### src/rtl/wrc_pkg.sv
// constants, types and register map of the wake, reset and clock-failure controller
package wrc_pkg;
	// ****************************************
	// register map (byte offsets)
	// ****************************************
	localparam int ADDR_W = 10;
	localparam logic [9:0] OFS_MAIN_CLK_SEL = 10'h000;
	localparam logic [9:0] OFS_CPU_CLK_SEL = 10'h004;
	localparam logic [9:0] OFS_PB_A_CLK_SEL = 10'h00C;
	localparam logic [9:0] OFS_PB_B_CLK_SEL = 10'h010;
	localparam logic [9:0] OFS_PB_DIV_MASK = 10'h040;
	localparam logic [9:0] OFS_CLKFAIL_CTRL = 10'h054;
	localparam logic [9:0] OFS_UNLOCK = 10'h058;
	localparam logic [9:0] OFS_IRQ_ENABLE = 10'h0C0;
	localparam logic [9:0] OFS_IRQ_DISABLE = 10'h0C4;
	localparam logic [9:0] OFS_IRQ_MASK = 10'h0C8;
	localparam logic [9:0] OFS_IRQ_STATUS = 10'h0CC;
	localparam logic [9:0] OFS_IRQ_CLEAR = 10'h0D0;
	localparam logic [9:0] OFS_PM_STATUS = 10'h0D4;
	localparam logic [9:0] OFS_RESET_CAUSE = 10'h180;
	localparam logic [9:0] OFS_ASYNC_WAKE_EN = 10'h188;
	// ****************************************
	// fields and reset values
	// ****************************************
	localparam int EV_W = 7;
	localparam int EV_CFD = 0;
	localparam int EV_CLK_SETTINGS_READY = 5;
	localparam int EV_AE = 6;
	localparam int RC_W = 9;
	localparam int RC_POR = 0;
	localparam int RC_EXT = 2;
	localparam int RC_WDT = 3;
	localparam int RC_SLEEP = 6;
	localparam int RC_OCD = 8;
	localparam logic [8:0] RC_RESET = 9'h001;
	localparam int ASYNC_WAKE_ENABLE_REG_WAKE_PIN = 0;
	localparam int CFD_EN_BIT = 0;
	localparam int SEL_W = 8;
	localparam int MCSEL_W = 3;
	localparam logic [2:0] MCSEL_SYSTEM_RC_OSC = 3'h0;
	localparam logic [7:0] UNLOCK_KEY = 8'hAA;
	localparam int KEY_LSB = 24;
	localparam logic [6:0] DIV_MASK_RESET = 7'h7F;
	// ****************************************
	// sleep modes
	// ****************************************
	localparam logic [2:0] MODE_PB_STOP = 3'h2;
	localparam logic [2:0] MODE_STOP = 3'h3;
	localparam logic [2:0] MODE_DEEPSTOP = 3'h4;
	localparam logic [2:0] MODE_SHUTDOWN = 3'h6;
	// ****************************************
	// types
	// ****************************************
	typedef enum logic [1:0] {ST_RUN, ST_SHUTDOWN, ST_WAKE_REG} wrc_state_e;
	typedef struct packed {
		logic wr;
		logic rd;
		logic [9:0] addr;
		logic [31:0] wdata;
	} wrc_bus_req_s;
	typedef struct packed {
		logic regulator_en;
		logic supply_mon_en;
		logic rc32k_en;
		logic sys_reset_n;
		logic por_reset;
	} wrc_pwr_s;
endpackage

### src/rtl/wrc_top.sv
// wake, reset cause, clock-failure detector and interrupt logic of the power manager
//
// The plain strobed port and the placing of the registers were left to the implementer.
`timescale 1ns/1ps
// Function
// - in shutdown, a falling wake pad wakes the device
// - external reset low wakes from shutdown; reset held until it returns high
// - on wake, regulator on first, execution starts after core supply valid
// - wake from shutdown sets the sleep-wake flag in the reset cause register
// - wake pad already low at shutdown entry does not wake the device
// - wake source bit set and pad low: sleep aborts, reset cause unchanged
// - divided peripheral clocks are maskable and stop when peripheral clocks stop
// - power-on reset held while supply low, reasserted when it drops again
// - low external reset pin requests a reset
// - only power-on reset clears the configuration registers; interrupt mask and status keep their values
// - latest reset source kept in a read-only reset cause register
// - regulator supervisor trip counts as a power-on reset
// - failure when no main clock edge within one rc oscillator period
// - detector runs once software sets its enable bit
// - detector paused on rc source, clock gaps and stop or deepstop sleep
// - on failure switch to rc oscillator, show it in select, flag event
// - write to a locked register without unlock raises access error
// - clock ready event on rising edge of clock settings ready
// - status bit set on rising status edge, cleared by writing one to clear
// - enable write sets mask bits, disable write clears them, zeros ignored
// - masked sources ORed into one request held until status cleared
// - shutdown entry resets core and disables supply monitor and rc32k oscillator
module wrc_top #(
	parameter int DIV_N = 7,
	parameter int CLK_SETTINGS_READY_CYCLES = 4
) (
	// clock and reset
	input wire logic clk,
	input wire logic reset_n,
	// register port
	input wire wrc_pkg::wrc_bus_req_s bus,
	output logic [31:0] rdata,
	// pins
	input wire logic wake_pad_n,
	input wire logic ext_reset_n,
	// other reset and wake sources
	input wire logic aot_wake,
	input wire logic wdt_reset,
	input wire logic ocd_reset,
	input wire logic core_supply_ok,
	input wire logic reg_supply_ok,
	input wire logic supervisor_trip,
	// sleep control from the cpu
	input wire logic sleep_req,
	input wire logic sleep_active,
	input wire logic [2:0] sleep_mode,
	output logic sleep_abort,
	// clocks
	input wire logic system_rc_osc_tick,
	input wire logic main_clk_edge,
	input wire logic main_clk_gap,
	output logic [2:0] main_clk_sel,
	output logic [DIV_N-1:0] pb_div_en,
	// power and status
	output wrc_pkg::wrc_pwr_s pwr,
	output logic cpu_start,
	output logic irq
);
	// ****************************************
	// functions
	// ****************************************
	function automatic logic is_protected(input logic [9:0] a);
		is_protected = (a == wrc_pkg::OFS_MAIN_CLK_SEL) || (a == wrc_pkg::OFS_CPU_CLK_SEL) ||
			(a == wrc_pkg::OFS_PB_A_CLK_SEL) || (a == wrc_pkg::OFS_PB_B_CLK_SEL) ||
			(a == wrc_pkg::OFS_PB_DIV_MASK) || (a == wrc_pkg::OFS_CLKFAIL_CTRL);
	endfunction

	function automatic logic [31:0] ev_word(input logic [wrc_pkg::EV_W-1:0] v);
		ev_word = {{(32 - wrc_pkg::EV_W){1'b0}}, v};
	endfunction

	// ****************************************
	// state
	// ****************************************
	wrc_pkg::wrc_state_e state, next_state;
	logic wake_prev;
	logic [2:0] mcsel;
	logic [wrc_pkg::SEL_W-1:0] cpu_sel, pba_sel, pbb_sel;
	logic [DIV_N-1:0] div_mask;
	logic cfd_en;
	logic async_wake_enable_reg_wake;
	logic unlocked;
	logic [9:0] unlock_ofs;
	logic clk_settings_ready;
	logic [7:0] clk_settings_ready_cnt;
	logic sr_cfd, sr_ae;
	logic [wrc_pkg::EV_W-1:0] sr_prev, irq_status_reg, irq_mask_reg;
	logic [wrc_pkg::RC_W-1:0] reset_cause_reg;
	logic edge_seen;
	logic cfd_fail;
	logic [DIV_N-1:0] presc;

	// ****************************************
	// bus decode
	// ****************************************
	wire logic wr_unlock = bus.wr && bus.addr == wrc_pkg::OFS_UNLOCK &&
		bus.wdata[wrc_pkg::KEY_LSB +: 8] == wrc_pkg::UNLOCK_KEY;
	wire logic wr_prot = bus.wr && is_protected(bus.addr);
	wire logic wr_ok = wr_prot && unlocked && unlock_ofs == bus.addr;
	wire logic access_err = wr_prot && !wr_ok;
	wire logic wr_mcsel = wr_ok && bus.addr == wrc_pkg::OFS_MAIN_CLK_SEL;
	wire logic wr_clksel = wr_ok && (bus.addr == wrc_pkg::OFS_CPU_CLK_SEL ||
		bus.addr == wrc_pkg::OFS_PB_A_CLK_SEL || bus.addr == wrc_pkg::OFS_PB_B_CLK_SEL);
	wire logic [wrc_pkg::EV_W-1:0] wv = bus.wdata[wrc_pkg::EV_W-1:0];
	wire logic [wrc_pkg::EV_W-1:0] ier_set = (bus.wr && bus.addr == wrc_pkg::OFS_IRQ_ENABLE) ? wv : '0;
	wire logic [wrc_pkg::EV_W-1:0] idr_clr = (bus.wr && bus.addr == wrc_pkg::OFS_IRQ_DISABLE) ? wv : '0;
	wire logic [wrc_pkg::EV_W-1:0] icr_clr = (bus.wr && bus.addr == wrc_pkg::OFS_IRQ_CLEAR) ? wv : '0;

	// ****************************************
	// sleep, wake and reset sources
	// ****************************************
	wire logic in_sd = state == wrc_pkg::ST_SHUTDOWN;
	wire logic sd_req = sleep_req && sleep_mode == wrc_pkg::MODE_SHUTDOWN && state == wrc_pkg::ST_RUN;
	wire logic abort = sd_req && async_wake_enable_reg_wake && !wake_pad_n;
	wire logic wake_fall = wake_prev && !wake_pad_n;
	// timer wake only arrives once software has armed crystal and timer
	wire logic wake_evt = in_sd && (wake_fall || !ext_reset_n || aot_wake);
	// monitor off in shutdown, otherwise the dying supply would read as a power-on
	wire logic por_cond = (pwr.supply_mon_en && (!reg_supply_ok || supervisor_trip)) ||
		(state == wrc_pkg::ST_RUN && !core_supply_ok);
	wire logic ext_rst = state == wrc_pkg::ST_RUN && !ext_reset_n;
	wire logic hold_rst = por_cond || ext_rst || wdt_reset || ocd_reset || next_state != wrc_pkg::ST_RUN;

	always_comb
	begin
		next_state = state;
		case (state)
			wrc_pkg::ST_RUN:
				if (sd_req && !abort)
					next_state = wrc_pkg::ST_SHUTDOWN;
			wrc_pkg::ST_SHUTDOWN:
				if (wake_evt)
					next_state = wrc_pkg::ST_WAKE_REG;
			wrc_pkg::ST_WAKE_REG:
				if (core_supply_ok && ext_reset_n)
					next_state = wrc_pkg::ST_RUN;
			default:
				next_state = wrc_pkg::ST_RUN;
		endcase
	end

	wire logic wake_done = state == wrc_pkg::ST_WAKE_REG && next_state == wrc_pkg::ST_RUN;
	wire logic [wrc_pkg::RC_W-1:0] next_reset_cause_reg =
		por_cond ? wrc_pkg::RC_W'(1 << wrc_pkg::RC_POR) :
		ext_rst ? wrc_pkg::RC_W'(1 << wrc_pkg::RC_EXT) :
		wdt_reset ? wrc_pkg::RC_W'(1 << wrc_pkg::RC_WDT) :
		ocd_reset ? wrc_pkg::RC_W'(1 << wrc_pkg::RC_OCD) :
		wake_done ? wrc_pkg::RC_W'(1 << wrc_pkg::RC_SLEEP) : reset_cause_reg;

	always_ff @(posedge clk or negedge reset_n)
	begin
		if (!reset_n)
		begin
			state <= wrc_pkg::ST_RUN;
			wake_prev <= 1'b1;
			reset_cause_reg <= wrc_pkg::RC_RESET;
			pwr <= '{1'b1, 1'b1, 1'b1, 1'b0, 1'b1};
			cpu_start <= 1'b0;
			sleep_abort <= 1'b0;
		end
		else
		begin
			state <= next_state;
			wake_prev <= wake_pad_n;
			reset_cause_reg <= next_reset_cause_reg;
			pwr.regulator_en <= next_state != wrc_pkg::ST_SHUTDOWN;
			pwr.supply_mon_en <= next_state == wrc_pkg::ST_RUN;
			pwr.rc32k_en <= next_state == wrc_pkg::ST_RUN;
			pwr.sys_reset_n <= !hold_rst;
			pwr.por_reset <= por_cond;
			cpu_start <= wake_done;
			sleep_abort <= abort;
		end
	end

	// ****************************************
	// configuration registers
	// ****************************************
	// only a power-on clears these; other resets leave software setup intact
	always_ff @(posedge clk or negedge reset_n)
	begin
		if (!reset_n)
		begin
			mcsel <= wrc_pkg::MCSEL_SYSTEM_RC_OSC;
			cpu_sel <= '0;
			pba_sel <= '0;
			pbb_sel <= '0;
			div_mask <= DIV_N'(wrc_pkg::DIV_MASK_RESET);
			cfd_en <= 1'b0;
			async_wake_enable_reg_wake <= 1'b0;
			unlocked <= 1'b0;
			unlock_ofs <= '0;
		end
		else if (por_cond)
		begin
			mcsel <= wrc_pkg::MCSEL_SYSTEM_RC_OSC;
			cpu_sel <= '0;
			pba_sel <= '0;
			pbb_sel <= '0;
			div_mask <= DIV_N'(wrc_pkg::DIV_MASK_RESET);
			cfd_en <= 1'b0;
			async_wake_enable_reg_wake <= 1'b0;
			unlocked <= 1'b0;
		end
		else
		begin
			if (cfd_fail)
				mcsel <= wrc_pkg::MCSEL_SYSTEM_RC_OSC;
			else if (wr_mcsel)
				mcsel <= bus.wdata[wrc_pkg::MCSEL_W-1:0];
			if (wr_ok && bus.addr == wrc_pkg::OFS_CPU_CLK_SEL)
				cpu_sel <= bus.wdata[wrc_pkg::SEL_W-1:0];
			if (wr_ok && bus.addr == wrc_pkg::OFS_PB_A_CLK_SEL)
				pba_sel <= bus.wdata[wrc_pkg::SEL_W-1:0];
			if (wr_ok && bus.addr == wrc_pkg::OFS_PB_B_CLK_SEL)
				pbb_sel <= bus.wdata[wrc_pkg::SEL_W-1:0];
			if (wr_ok && bus.addr == wrc_pkg::OFS_PB_DIV_MASK)
				div_mask <= bus.wdata[DIV_N-1:0];
			if (wr_ok && bus.addr == wrc_pkg::OFS_CLKFAIL_CTRL)
				cfd_en <= bus.wdata[wrc_pkg::CFD_EN_BIT];
			if (bus.wr && bus.addr == wrc_pkg::OFS_ASYNC_WAKE_EN)
				async_wake_enable_reg_wake <= bus.wdata[wrc_pkg::ASYNC_WAKE_ENABLE_REG_WAKE_PIN];
			// an unlock covers exactly one following write
			if (wr_unlock)
				unlocked <= 1'b1;
			else if (bus.wr)
				unlocked <= 1'b0;
			if (wr_unlock)
				unlock_ofs <= bus.wdata[wrc_pkg::ADDR_W-1:0];
		end
	end

	// ****************************************
	// clock settings ready and divided clocks
	// ****************************************
	wire logic pb_stopped = (sleep_active && sleep_mode >= wrc_pkg::MODE_PB_STOP) || state != wrc_pkg::ST_RUN;
	logic [DIV_N-1:0] div_hit;
	for (genvar i = 0; i < DIV_N; i++)
	begin : g_div
		assign div_hit[i] = &presc[i:0];
	end

	always_ff @(posedge clk or negedge reset_n)
	begin
		if (!reset_n)
		begin
			clk_settings_ready <= 1'b1;
			clk_settings_ready_cnt <= '0;
			presc <= '0;
			pb_div_en <= '0;
		end
		else
		begin
			if (wr_clksel)
			begin
				clk_settings_ready <= 1'b0;
				clk_settings_ready_cnt <= 8'(CLK_SETTINGS_READY_CYCLES);
			end
			else if (clk_settings_ready_cnt != '0)
			begin
				clk_settings_ready_cnt <= clk_settings_ready_cnt - 8'h01;
				clk_settings_ready <= clk_settings_ready_cnt == 8'h01;
			end
			presc <= presc + DIV_N'(1);
			pb_div_en <= div_hit & div_mask & {DIV_N{!pb_stopped}};
		end
	end

	// ****************************************
	// clock failure detector
	// ****************************************
	wire logic rc_sleep = sleep_active && (sleep_mode == wrc_pkg::MODE_STOP || sleep_mode == wrc_pkg::MODE_DEEPSTOP);
	wire logic cfd_mon = cfd_en && mcsel != wrc_pkg::MCSEL_SYSTEM_RC_OSC && !main_clk_gap && !rc_sleep &&
		state == wrc_pkg::ST_RUN;
	assign cfd_fail = cfd_mon && system_rc_osc_tick && !edge_seen && !main_clk_edge;

	always_ff @(posedge clk or negedge reset_n)
	begin
		if (!reset_n)
		begin
			edge_seen <= 1'b1;
			sr_cfd <= 1'b0;
			sr_ae <= 1'b0;
			main_clk_sel <= wrc_pkg::MCSEL_SYSTEM_RC_OSC;
		end
		else
		begin
			// a fresh window after any pause avoids a false trip
			if (!cfd_mon || main_clk_edge)
				edge_seen <= 1'b1;
			else if (system_rc_osc_tick)
				edge_seen <= 1'b0;
			if (cfd_fail)
				sr_cfd <= 1'b1;
			else if (wr_mcsel || por_cond)
				sr_cfd <= 1'b0;
			sr_ae <= access_err;
			main_clk_sel <= cfd_fail ? wrc_pkg::MCSEL_SYSTEM_RC_OSC : (wr_mcsel && !por_cond) ?
				bus.wdata[wrc_pkg::MCSEL_W-1:0] : por_cond ? wrc_pkg::MCSEL_SYSTEM_RC_OSC : mcsel;
		end
	end

	// ****************************************
	// interrupt status and mask
	// ****************************************
	logic [wrc_pkg::EV_W-1:0] sr_now;
	always_comb
	begin
		sr_now = '0;
		sr_now[wrc_pkg::EV_CFD] = sr_cfd;
		sr_now[wrc_pkg::EV_CLK_SETTINGS_READY] = clk_settings_ready;
		sr_now[wrc_pkg::EV_AE] = sr_ae;
	end
	wire logic [wrc_pkg::EV_W-1:0] sr_rise = sr_now & ~sr_prev;
	wire logic [wrc_pkg::EV_W-1:0] next_isr = (irq_status_reg & ~icr_clr) | sr_rise;
	wire logic [wrc_pkg::EV_W-1:0] next_imr = (irq_mask_reg | ier_set) & ~idr_clr;

	always_ff @(posedge clk or negedge reset_n)
	begin
		if (!reset_n)
		begin
			sr_prev <= '0;
			sr_prev[wrc_pkg::EV_CLK_SETTINGS_READY] <= 1'b1;
			irq_status_reg <= '0;
			irq_mask_reg <= '0;
			irq <= 1'b0;
		end
		else
		begin
			sr_prev <= sr_now;
			irq_status_reg <= next_isr;
			irq_mask_reg <= next_imr;
			irq <= |(irq_status_reg & irq_mask_reg);
		end
	end

	// ****************************************
	// register read
	// ****************************************
	wire logic [31:0] rd_mux =
		bus.addr == wrc_pkg::OFS_MAIN_CLK_SEL ? {29'h0, mcsel} :
		bus.addr == wrc_pkg::OFS_CPU_CLK_SEL ? {24'h0, cpu_sel} :
		bus.addr == wrc_pkg::OFS_PB_A_CLK_SEL ? {24'h0, pba_sel} :
		bus.addr == wrc_pkg::OFS_PB_B_CLK_SEL ? {24'h0, pbb_sel} :
		bus.addr == wrc_pkg::OFS_PB_DIV_MASK ? {{(32 - DIV_N){1'b0}}, div_mask} :
		bus.addr == wrc_pkg::OFS_CLKFAIL_CTRL ? {31'h0, cfd_en} :
		bus.addr == wrc_pkg::OFS_IRQ_MASK ? ev_word(irq_mask_reg) :
		bus.addr == wrc_pkg::OFS_IRQ_STATUS ? ev_word(irq_status_reg) :
		bus.addr == wrc_pkg::OFS_PM_STATUS ? ev_word(sr_now) :
		bus.addr == wrc_pkg::OFS_RESET_CAUSE ? {23'h0, reset_cause_reg} :
		bus.addr == wrc_pkg::OFS_ASYNC_WAKE_EN ? {31'h0, async_wake_enable_reg_wake} : 32'h0;

	always_ff @(posedge clk or negedge reset_n)
	begin
		if (!reset_n)
			rdata <= '0;
		else
			rdata <= bus.rd ? rd_mux : 32'h0;
	end
endmodule // wrc_top

### config.mk
export PLATFORM = sky130hd
export DESIGN_NAME = wrc_top
export DESIGN_NICKNAME = d
export VERILOG_FILES = /design/src/rtl/wrc_pkg.sv /design/src/rtl/wrc_top.sv
export SDC_FILE = /design/constraint.sdc
export NUM_CORES = 1
export LEC_CHECK = 0
export ABC_CLOCK_PERIOD_IN_PS = 4100
export BUFFER_PORTS_ARGS = -buffer_cell sky130_fd_sc_hd__buf_4
export CORE_ASPECT_RATIO = 0.5
export CORE_MARGIN = 1
export CORE_UTILIZATION = 40
export CTS_CLUSTER_SIZE = 10
export DETAILED_ROUTE_END_ITERATION = 10
export GPL_TIMING_DRIVEN = 1
export SLEW_MARGIN = 20
export SYNTH_ARGS = -nofsm -noshare
export SYNTH_HDL_FRONTEND = slang
export SYNTH_SLANG_ARGS = --single-unit
### constraint.sdc
create_clock -name clk -period 4.1 [get_ports clk]
set_input_delay 0.82 -clock clk [delete_from_list [all_inputs] [get_ports clk]]
set_output_delay 0.82 -clock clk [all_outputs]
set_load 0.005 [all_outputs]
Yosys cells after proc, flatten, opt, wreduce, memory -nomap -nowiden
Cells that the tools add are included.
- bits in registers: 121
- input port bits: 62
- output and inout port bits: 50
- logic and storage cells: 221
- add/sub/neg operators: 2
- magnitude comparators: 1
- equal/unequal tests: 23
- mux-type cells: 53
- bitwise logic cells: 12
- reduce and logical (&&, ||, !) cells: 99
- operator list (operator ; count):
    9-bit 2-to-1 mux ; 16
    8-bit 2-to-1 mux ; 8
    10-bit by 8-bit == test with 1-bit output (second input constant) ; 6
    7-bit bitwise AND ; 6
    1-bit logical AND ; 39
    7-bit 2-to-1 mux ; 5
    10-bit by 7-bit == test with 1-bit output (second input constant) ; 3
    2-bit nonzero test ; 11
    7-bit NOT ; 3
    10-bit by 9-bit == test with 1-bit output (second input constant) ; 2
    1-bit logical OR ; 19
    3-bit 2-to-1 mux ; 6
    1-bit logical NOT ; 14
    1-bit 2-to-1 mux ; 14
    7-bit bitwise OR ; 2
    10-bit == test ; 1
    10-bit by 3-bit == test with 1-bit output (second input constant) ; 1
    10-bit by 4-bit == test with 1-bit output (second input constant) ; 1
    10-bit by 5-bit == test with 1-bit output (second input constant) ; 1
    10-bit logical NOT ; 1
    3-bit nonzero test ; 3
    8-bit by 1-bit == test with 1-bit output (second input constant) ; 1
    8-bit == test (second input constant) ; 1
    8-bit nonzero test ; 1
    20 further kinds ; 25

Logic depth before layout (Yosys ltp)
Gate-level depths: netlist (run 1).
- depth in word-level cells: 16
- depth in mapped cells: 8
- mapped depth without buffers: 6

Least setup slack after synthesis (run 1)
No wires, ideal clock.
- path type: input to register
- start: input bus[33] (netlist bit)
- end: register unlock_ofs[3]
- library setup time: 0.125 ns
- data arrival time: 2.527 ns
- required time: 3.975 ns
- slack: 1.448 ns
- cell stages on the path: 7
- buffers on the path: 2
- path through: clkbuf_1 or2_2 nor4b_1 nand3_1 nor3_1 buf_2 mux2_2
- longest elaborated chain between the ends: 4
- ends and longest elaborated chain (what ; line ; source):
    from (decl) ; wrc_top.sv:36 ; input wire wrc_pkg::wrc_bus_req_s bus,
    10-bit by 7-bit == test with 1-bit output ; wrc_top.sv:101 ; wire logic wr_unlock = bus.wr && bus.addr == wrc_pkg::OFS_UNLOCK &&
    1-bit logical AND (2 in series) ; wrc_top.sv:101 ;
    2-bit AND reduction (no line) ; n/a ;
    to (signal assigned) ; wrc_top.sv:234 ; unlock_ofs <= bus.wdata[wrc_pkg::ADDR_W-1:0];
    to (decl) ; wrc_top.sv:88 ; logic [9:0] unlock_ofs;
Every way passes these cells.
A chain may end at the register's enable or synchronous reset.

Worst setup path in the final report (run 1)
- start: input bus[36] (netlist bit)
- end: register clk_settings_ready_cnt[5]
- longest elaborated chain between the ends: 11
- ends and longest elaborated chain (what ; line ; source):
    10-bit by 3-bit == test with 1-bit output / 10-bit logical NOT (equally long branches) ; wrc_top.sv:68, wrc_top.sv:107 ;
    1-bit logical OR (2 in series) ; wrc_top.sv:68 ; is_protected = (a == wrc_pkg::OFS_MAIN_CLK_SEL) || (a == wrc_pkg::OFS_CPU_CLK_SEL) ||
    1-bit logical OR (2 in series) ; wrc_top.sv:69 ; (a == wrc_pkg::OFS_PB_A_CLK_SEL) || (a == wrc_pkg::OFS_PB_B_CLK_SEL) ||
    1-bit logical OR ; wrc_top.sv:70 ; (a == wrc_pkg::OFS_PB_DIV_MASK) || (a == wrc_pkg::OFS_CLKFAIL_CTRL);
    1-bit logical AND ; wrc_top.sv:103 ; wire logic wr_prot = bus.wr && is_protected(bus.addr);
    1-bit logical AND (2 in series) ; wrc_top.sv:104 ; wire logic wr_ok = wr_prot && unlocked && unlock_ofs == bus.addr;
    1-bit logical AND * ; wrc_top.sv:107 ; wire logic wr_clksel = wr_ok && (bus.addr == wrc_pkg::OFS_CPU_CLK_SEL ||
    8-bit 2-to-1 mux / 2-bit nonzero test (equally long branches) ; n/a ;
    to (signal assigned) ; wrc_top.sv:262 ; clk_settings_ready_cnt <= 8'(CLK_SETTINGS_READY_CYCLES);
    to (signal assigned) ; wrc_top.sv:266 ; clk_settings_ready_cnt <= clk_settings_ready_cnt - 8'h01;
    to (decl) ; wrc_top.sv:90 ; logic [7:0] clk_settings_ready_cnt;
Mark *: on every way between the ends. The rest lies on a longest branch, timed or not.

==> metrics.txt, run 1 <==
outcome finished, final reports clean; critical path's top delay family simple AND/OR/NAND/NOR gates; register area share after synthesis 0.498; PwrDens 422 nW/µm²; WP buf/inv 1; Yosys top cell area share 0.431; dpl ws 1.12 ns; Post-DRT Antenna Nets 0; post-synthesis cell count 587; Ant. Diodes 0; Fmax 0.383 GHz; post-route worst setup slack 1.49 ns; initial detailed-routing violation count 422; largest net degree at the start of global routing 83; Final min period 2.61 ns; Min-Delay Path Class in2async; met1 usage 0.313; DIE AREA 15300 µm²; cell area after layout 7230 µm²; most frequent cell after synthesis dfrtp_1; first-pass GRT wire length 25.3 mm; Largest Register unlock_ofs; crit path max fanout 9; io pins 112; Top Registers unlock_ofs: 10 flops, rdata: 9 flops; Max H-tree Level 4; RSZ-0062 raised after global routing false; Vert. Die Dim 88 µm; max cap viols 0; initial antenna violation count 0; global route hottest layer met2; Largest register FFs 10; layout cells sized above 1 0.222; global route overflow 0; Starting Density 0.423; CTS Root Buffer Type clkbuf_16; r2r startpoint unlock_ofs[3]; nets@finish 724; required time of the critical path 4.38 ns; vias per std cell 5.49; WL/cell 18.5 µm; GR Util met2 0.321; Data arrival, critical path 2.90 ns; Detailed Route WL 15.9 mm; cell with the most instances on the worst path nor2_1; Synth cell types 66; vias in the first global route 4522; FF+latch count, synth 117; Total GRT Usage 0.220; core area 14000 µm²; Placed Cells 830; Finished Layout Cells 862; Area growth syn-to-layout 22.1%; Setup Crit Path Kind in2reg; Crit-path slowest cell nor2_1; Slew headroom 0.533; overall via count from detail_route 4733; placed cell area 6580 µm²; synthesized area 5920 µm²; most instantiated cells after synthesis 102 x dfrtp_1, 58 x nor2_1, 43 x a21oi_1; Cell Chain, Critical Path buf_4 > nor2b_1 > nand2_1 > nor2_1 > o211a_1 > nor2_1; Post-Syn Area per Cell 10.1 µm²; Worst-Skew Late Latency 0.41 ns; row cnt 30; Synth area leaders dfrtp_1 43%, dfstp_2 6.7%, mux2i_1 5.2%; CTS sink cnt 117; cts repair resizes 0; Setup Skew 0.00798 ns; Worst-path clk slew 0.05 ns; asr flop ratio synth 1.00; reg2reg end div_mask[3]; PortBufs 74; Pleak 0.00331 µW; Startpoint Class input port; Top FF cell, synth dfrtp_1; Crit path largest cell delay 0.55 ns; GPL Wtd Cong 0.957; reg2reg path depth 5; Synth Warn # 0; CP Capture Type flop; Fin Setup TNS 0 ns; area leader, netlist dfrtp_1; flop-to-flop setup slack 1.85 ns; actual slew at the worst max-slew pin 0.697 ns; number of synthesized flops with an enable pin 0; post-cts hold buffer count 0; global routing met3 resource utilization 0.0694; TritonCTS clock tree built; # setup viols final 0; fin crit share 0.637; # DRC 0; Die X 174 µm; DR pass1 iterations 5; Final Hold Vio Count 0; max-slew violations 0; clk buf depth 2; Setup Buffers After CTS 0; DP HPWL 11.1 mm; Num CTS Buffers 17; VDD IR max 249 µV
-- routing by layer --
layer  vias to the layer above  share of wire  wire length, µm
met3                        22          0.089             1420
met5                         -              0                0
li1                       2186              -                -
met2                       214           0.42             6660
met4                         0          0.011              170
met1                      2311           0.48             7690
-- metrics by stage --
stage          total power (µW)   util  hold WS (ns)
2_1_floorplan              1320      -         0.367
3_3_place_gp               1410  0.470         0.396
3_5_place_dp               1420  0.470         0.396
4_1_cts                    3070  0.516         0.385
5_1_grt                    3140  0.516         0.407
6_report                   3050  0.516         0.371
-- placed cells by master, fill, tap and decap left out, types with 8 or more instances in the layout --
cell,count
and3_1,13
mux2_2,8
o21ai_0,10
clkbuf_16,17
nor3_1,12
nor2b_1,8
buf_4,85
nand2_1,42
nand4_1,11
nor4_1,8
dfstp_2,15
dfrtp_1,102
xor2_1,11
mux2i_1,31
a21oi_1,43
conb_1,23
inv_1,15
nand3_1,24
nor2_1,58
-- final cells by class --
class	instances	area (µm²)
repair buffers	86	658
multi-input cells	420	2670
flip-flops and latches	117	2950
well taps	192	240
clock buffers	24	482
fillers	1274	6770
inverters	15	56.3
clock inverters	8	170
-- cells by family after synthesis --
family	Yosys count	synth area share
compound gates	108	0.118
simple gates	222	0.205
fa+ha+maj	5	0.0106
xor+xnor	18	0.0266
buf+inv	72	0.0641
other cells	1	0.000634
flops	117	0.498
mux	44	0.0772
-- report_power, final --
part	switching (µW)	internal [µW]
clock	524	1130
combinational	139	75.7
sequential	10.1	1170
-- how the worst max path moves through the flow --
stage,startpoint,to,slack (ns),cells past startpoint
3_5_place_dp,bus[35],div_mask[3],1.12,6
6_report,bus[36],clk_settings_ready_cnt[5],1.49,6
5_1_grt,bus[36],clk_settings_ready_cnt[5],1.40,6
3_3_place_gp,bus[35],div_mask[3],1.13,6
2_1_floorplan,bus[33],unlock_ofs[3],1.45,7
4_1_cts,bus[35],div_mask[3],1.54,6
(Power assumes the default switching activity.)
==> run 2, diff against run 1 <==
--- a/config.mk
+++ b/config.mk
@@ -5,7 +5,7 @@
 export SDC_FILE = /design/constraint.sdc
 export NUM_CORES = 1
 export LEC_CHECK = 0
-export ABC_CLOCK_PERIOD_IN_PS = 4100
+export ABC_CLOCK_PERIOD_IN_PS = 2300
 export BUFFER_PORTS_ARGS = -buffer_cell sky130_fd_sc_hd__buf_4
 export CORE_ASPECT_RATIO = 0.5
 export CORE_MARGIN = 1
==> constraint.sdc (replaced) <==
create_clock -name clk -period 2.3 [get_ports clk]
set_input_delay 0.46 -clock clk [delete_from_list [all_inputs] [get_ports clk]]
set_output_delay 0.46 -clock clk [all_outputs]
set_load 0.005 [all_outputs]
==> run 2 against run 1 <==
  * First-iteration DRC count grew 14%
  * Worst hold slack lost 0.21 ns
  * Design area grew 4.3%
  * Critical path depth is the same
  * Register-to-register slack lost 1.7 ns
  * Final cell count grew 5.6%
  * Non-clock buffer count grew 48
  * Setup slack lost 1.3 ns
  * Critical path type is now reg2reg
  * Largest power group unchanged
  * Die area is the same
==> metrics.txt, run 2 (synthesis gave the netlist of run 1 again) <==
outcome finished, final reports clean; vias in the first global route 4746 (+5.0%); Largest register FFs 10 (unchanged); cts repair resizes 0 (unchanged); Sequential Power Share 0.408 (+0.020); Crit path largest cell delay 0.59 ns (+0.04 ns); # DRC 0 (unchanged); commonest cells after routing, fill and taps aside 131 x buf_4, 102 x dfrtp_1, 58 x nor2_1; Worst-Skew Late Latency 0.42 ns (about the same); Total GRT Usage 0.229 (+0.00928); Worst-path clk slew 0.06 ns (about the same); Gate power share 0.081 (+0.011); Placed Cells 877 (+5.7%); fin crit share 0.920; DIE AREA 15300 µm² (unchanged); Setup Skew 0.00889 ns (+0.000912 ns); Crit-path slowest cell or4_4; top sig layer met4; Clk network pwr share 0.511 (-0.031); Area growth syn-to-layout 27.4%; row cnt 30 (unchanged); Top Registers unlock_ofs: 10 flops, rdata: 9 flops; Die X 174 µm (unchanged); # setup viols final 0 (unchanged); WL/cell 18.1 µm (-1.9%); Setup Crit Path Kind reg2reg; Num CTS Buffers 17 (unchanged); internal cell power 3880 µW (+63%); Startpoint Class flop; CTS sink cnt 117 (unchanged); CTS Root Buffer Type clkbuf_16; crit path max fanout 8 (-1); actual slew at the worst max-slew pin 0.571 ns (-0.126 ns); switching share of power 0.248 (+0.0276); nets@finish 772 (+6.6%); Post-DRT Antenna Nets 0 (unchanged); Max H-tree Level 4 (unchanged); initial detailed-routing violation count 483 (+14%); hold_ws 0.160 ns (-0.210 ns); Slew headroom 0.618 (+0.0851); core area 14000 µm² (unchanged); NetSw 1280 µW (+91%); Fmax 0.473 GHz; commonest non-fill, non-tap cell in the layout buf_4; Detailed Route WL 16.5 mm (+3.6%); TritonCTS clock tree built; dpl ws -0.126 ns (-1.24 ns); Final Hold Vio Count 0 (unchanged); Data arrival, critical path 2.41 ns (-0.49 ns); Final Util 0.539 (+0.0224); max cap viols 0 (unchanged); Largest Register unlock_ofs; CP Capture Type flop; overall via count from detail_route 4939 (+4.4%); Finished Layout Cells 910 (+5.6%); metal2 WL 6.88 mm (+3.3%); Vert. Die Dim 88 µm (unchanged); first-pass GRT wire length 26.2 mm (+3.8%); GPL Wtd Cong 0.958 (about the same); layout cells sized above 1 0.279 (+0.0562); io pins 112 (unchanged); Pleak 0.00351 µW (+6.1%); post-cts hold buffer count 1 (+1); PwrDens 684 nW/µm² (+62%); vias per std cell 5.43 (-1.2%); Ant. Diodes 0 (unchanged); Cell Chain, Critical Path xor2_1 > or4_4 > nor4b_2 > buf_4 > mux2i_1 > nor2_1; largest net degree at the start of global routing 52 (-37%); DP HPWL 12.0 mm (+8.4%); M1 WL 8.19 mm (+6.5%); max-slew violations 0 (unchanged); Final min period 2.11 ns; global route overflow 0 (unchanged); metal3 WL 1.23 mm (-14%); post-route worst setup slack 0.185 ns (-1.30 ns); VDD IR max 387 µV (+56%); Setup Buffers After CTS 0 (unchanged); PortBufs 74 (unchanged); Starting Density 0.423 (unchanged); clk buf depth 2 (unchanged); initial antenna violation count 0 (unchanged); required time of the critical path 2.59 ns (-1.79 ns); Min-Delay Path Class in2reg; RSZ-0062 raised after global routing false; DR pass1 iterations 5 (unchanged)
-- run 2: cell types whose count changed in the layout (fill, tap and decap cells not counted), moves of 2 or more --
cell / previous run / this run
bufinv_16: 5 / 2
buf_4: 85 / 131
clkbuf_8: 3 / 1
clkbuf_1: 4 / 0
inv_6: 0 / 3
clkinvlp_4: 2 / 5
clkinv_4: 0 / 2
-- run 2: power by group through the flow --
stage | clock (µW) | sequential (µW) | combinational, µW
2_1_floorplan | 0 | 2140 | 212
5_1_grt | 2760 | 2110 | 456
3_5_place_dp | 0 | 2140 | 412
6_report | 2640 | 2110 | 417
3_3_place_gp | 0 | 2140 | 407
4_1_cts | 2680 | 2110 | 415
-- run 2: path summary, 6_finish.rpt --
kind	start	to	slack [ns]	cells after the start
worst max-delay path	unlock_ofs[3]	pba_sel[7]	0.19	6
worst min-delay path	wake_pad_n	wake_prev	0.16	1
worst max register to register	unlock_ofs[3]	pba_sel[7]	0.19	6
worst min register to register	clk_settings_ready	sr_prev[5]	0.40	0
max in group asynchronous	reset_n	async_wake_enable_reg_wake	1.14	3
min in group asynchronous	reset_n	pba_sel[2]	0.50	2
-- run 2: worst max-delay path: cells and delay by family (launching register included) --
family	cells	cell delay (ns)
simple gates	3	0.93
buf+inv	1	0.25
mux	1	0.22
flops	1	0.40
xor+xnor	1	0.17
-- run 2: metal layers --
metal  vias to the layer above  track usage
li1                       2292            -
met1                      2433        0.337
met2                       197        0.329
met3                        17       0.0551
met4                         0       0.0797
met5                         -            0
-- run 2: metrics by stage --
step | power [µW] | setup TNS, ns | cell area [µm²]
3_3_place_gp | 2550 | -1.93 | 6940
4_1_cts | 5200 | 0 | 7540
5_1_grt | 5330 | 0 | 7540
2_1_floorplan | 2350 | 0 | 6000
6_report | 5160 | 0 | 7540
3_5_place_dp | 2550 | -1.20 | 6940
-- run 2: final cells by class --
class,instances,area (µm²)
fill,1270,6460
sequential,117,2950
multi-input combinational,420,2670
timing repair buffer,134,1030
clock buffer,18,439
tap,192,240
clock inverter,14,151
inverter,15,56.3
==> run 3, diff against run 2 <==
--- a/config.mk
+++ b/config.mk
@@ -13,6 +13,7 @@
 export CTS_CLUSTER_SIZE = 10
 export DETAILED_ROUTE_END_ITERATION = 10
 export GPL_TIMING_DRIVEN = 1
+export PLACE_DENSITY = 0.66
 export SLEW_MARGIN = 20
 export SYNTH_ARGS = -nofsm -noshare
 export SYNTH_HDL_FRONTEND = slang
==> run 3 against run 2 <==
  * Core utilization rose by 0.054 points
  * Fmax fell by 1.2%
  * Die area did not move
  * First-iteration DRC count fell by 12%
  * Clock power fell by 2%
  * Clock skew rose by 0.0047 ns
  * Register-to-register slack got worse by 0.03 ns
  * Combinational power rose by 1%
  * Final cell count fell by 0.22%
  * Design area barely moved
  * Routed wire length barely moved
  * Count of clock-buffer cells in the layout rose by 1
==> metrics.txt, run 3 (synthesis gave the netlist of run 1 again) <==
outcome finished, final reports clean; WL/cell 18.2 µm (+0.29%); CTS Root Buffer Type clkbuf_16; max-slew violations 0 (unchanged); Setup Skew 0.0136 ns (+0.00466 ns); row cnt 30 (unchanged); TritonCTS clock tree built; Slew headroom 0.615 (-0.00280); Final Hold Vio Count 0 (unchanged); Cell Chain, Critical Path xor2_1 > or4_4 > nor4b_2 > buf_4 > mux2i_1 > nor2_1; Largest Register unlock_ofs; Sequential Power Share 0.411 (+0.003); Startpoint Class flop; Setup Crit Path Kind reg2reg; Gate power share 0.082 (about the same); fin crit share 0.931 (+0.0116); Area growth syn-to-layout 27.6% (about the same); PwrDens 680 nW/µm² (-0.67%); first-pass GRT wire length 25.9 mm (-1.3%); internal cell power 3890 µW (+0.40%); DR pass1 iterations 5 (unchanged); Largest register FFs 10 (unchanged); actual slew at the worst max-slew pin 0.577 ns (+0.00630 ns); Crit-path slowest cell or4_4; Worst-Skew Late Latency 0.42 ns (about the same); Starting Density 0.423 (unchanged); DIE AREA 15300 µm² (unchanged); Num CTS Buffers 17 (unchanged); Worst-path clk slew 0.05 ns (about the same); overall via count from detail_route 4926 (-0.26%); NetSw 1240 µW (-3.5%); hold_ws 0.0388 ns (-0.122 ns); commonest cells after routing, fill and taps aside 129 x buf_4, 102 x dfrtp_1, 58 x nor2_1; Total GRT Usage 0.227 (-0.00264); nets@finish 771 (-0.13%); Data arrival, critical path 2.42 ns (about the same); Top Registers unlock_ofs: 10 flops, rdata: 9 flops; VDD IR max 430 µV (+11%); io pins 112 (unchanged); vias per std cell 5.43 (about the same); clk buf depth 2 (unchanged); Final min period 2.14 ns (+0.0266 ns); switching share of power 0.241 (-0.00733); Post-DRT Antenna Nets 0 (unchanged); Clk network pwr share 0.507 (-0.004); global route overflow 0 (unchanged); cell area after layout 7550 µm² (about the same); vias in the first global route 4661 (-1.8%); # setup viols final 0 (unchanged); RSZ-0062 raised after global routing false; post-cts hold buffer count 0 (-1); cts repair resizes 0 (unchanged); Vert. Die Dim 88 µm (unchanged); Fmax 0.467 GHz (-1.2%); reg2reg end pba_sel[1]; placed cell area 6970 µm² (+0.36%); crit path max fanout 8 (unchanged); layout cells sized above 1 0.278 (-0.000619); Min-Delay Path Class in2async; core area 14000 µm² (unchanged); Setup Buffers After CTS 0 (unchanged); CTS sink cnt 117 (unchanged); Ant. Diodes 0 (unchanged); Detailed Route WL 16.5 mm (about the same); Pleak 0.00352 µW (+0.10%); Crit path largest cell delay 0.59 ns (about the same); largest net degree at the start of global routing 44 (-15%); r2r startpoint unlock_ofs[3]; Max H-tree Level 4 (unchanged); commonest non-fill, non-tap cell in the layout buf_4; Die X 174 µm (unchanged); flop-to-flop setup slack 0.16 ns (-0.03 ns); PortBufs 74 (unchanged); max cap viols 0 (unchanged); required time of the critical path 2.58 ns (about the same); initial detailed-routing violation count 427 (-12%); GPL Wtd Cong 0.940 (-1.9%); # DRC 0 (unchanged); reg2reg path depth 6 (unchanged); CP Capture Type flop; initial antenna violation count 0 (unchanged); DP HPWL 12.1 mm (+0.48%)
## run 3: routing by layer
layer  vias to the layer above  wire [µm]  GRT usage
met5                         -          0          0
met4                         0        114     0.0598
met3                        13       1440     0.0720
met2                       218       7060      0.331
met1                      2405       7900      0.325
li1                       2290          -          -
## run 3: final cells by class
class / instances / area [µm²]
fill: 1240 / 6450
sequential: 117 / 2950
multi-input combinational: 420 / 2670
timing repair buffer: 133 / 1050
clock buffer: 19 / 453
tap: 192 / 240
clock inverter: 12 / 130
inverter: 15 / 56.3
## run 3: how the worst max path moves through the flow
stage / startpoint / to / slack, ns
global placement: bus[35] / rdata[6] / -0.13
finish: unlock_ofs[3] / pba_sel[1] / 0.16
detailed placement: bus[35] / rdata[6] / -0.18
floorplan: bus[33] / unlock_ofs[3] / 0.008
global route: unlock_ofs[3] / pba_sel[1] / 0.08
CTS: unlock_ofs[3] / pba_sel[1] / 0.17
## run 3: metrics by stage
step            util  setup slack [ns]  std cells  TNS [ns]  total power (µW)
3_3_place_gp   0.497            -0.129        877    -0.893              2550
3_5_place_dp   0.497            -0.183        877    -0.944              2560
4_1_cts        0.539             0.167        908         0              5170
6_report       0.539             0.158        908         0              5130
5_1_grt        0.539            0.0833        908         0              5310
2_1_floorplan      -           0.00784        609         0              2350
## run 3: power by group through the flow
stage / clock [µW] / combinational (µW) / sequential (µW)
detailed placement: 0 / 419 / 2140
floorplan: 0 / 212 / 2140
global placement: 0 / 414 / 2140
global route: 2740 / 460 / 2110
CTS: 2640 / 421 / 2110
finish: 2600 / 423 / 2110
## run 3: critical path: cells and delay by family, from the launching register on
kind	cells	cell delay (ns)
AND/OR/NAND/NOR	3	0.94
XOR/XNOR	1	0.17
buffers and inverters	1	0.26
flip-flops	1	0.38
multiplexers	1	0.26
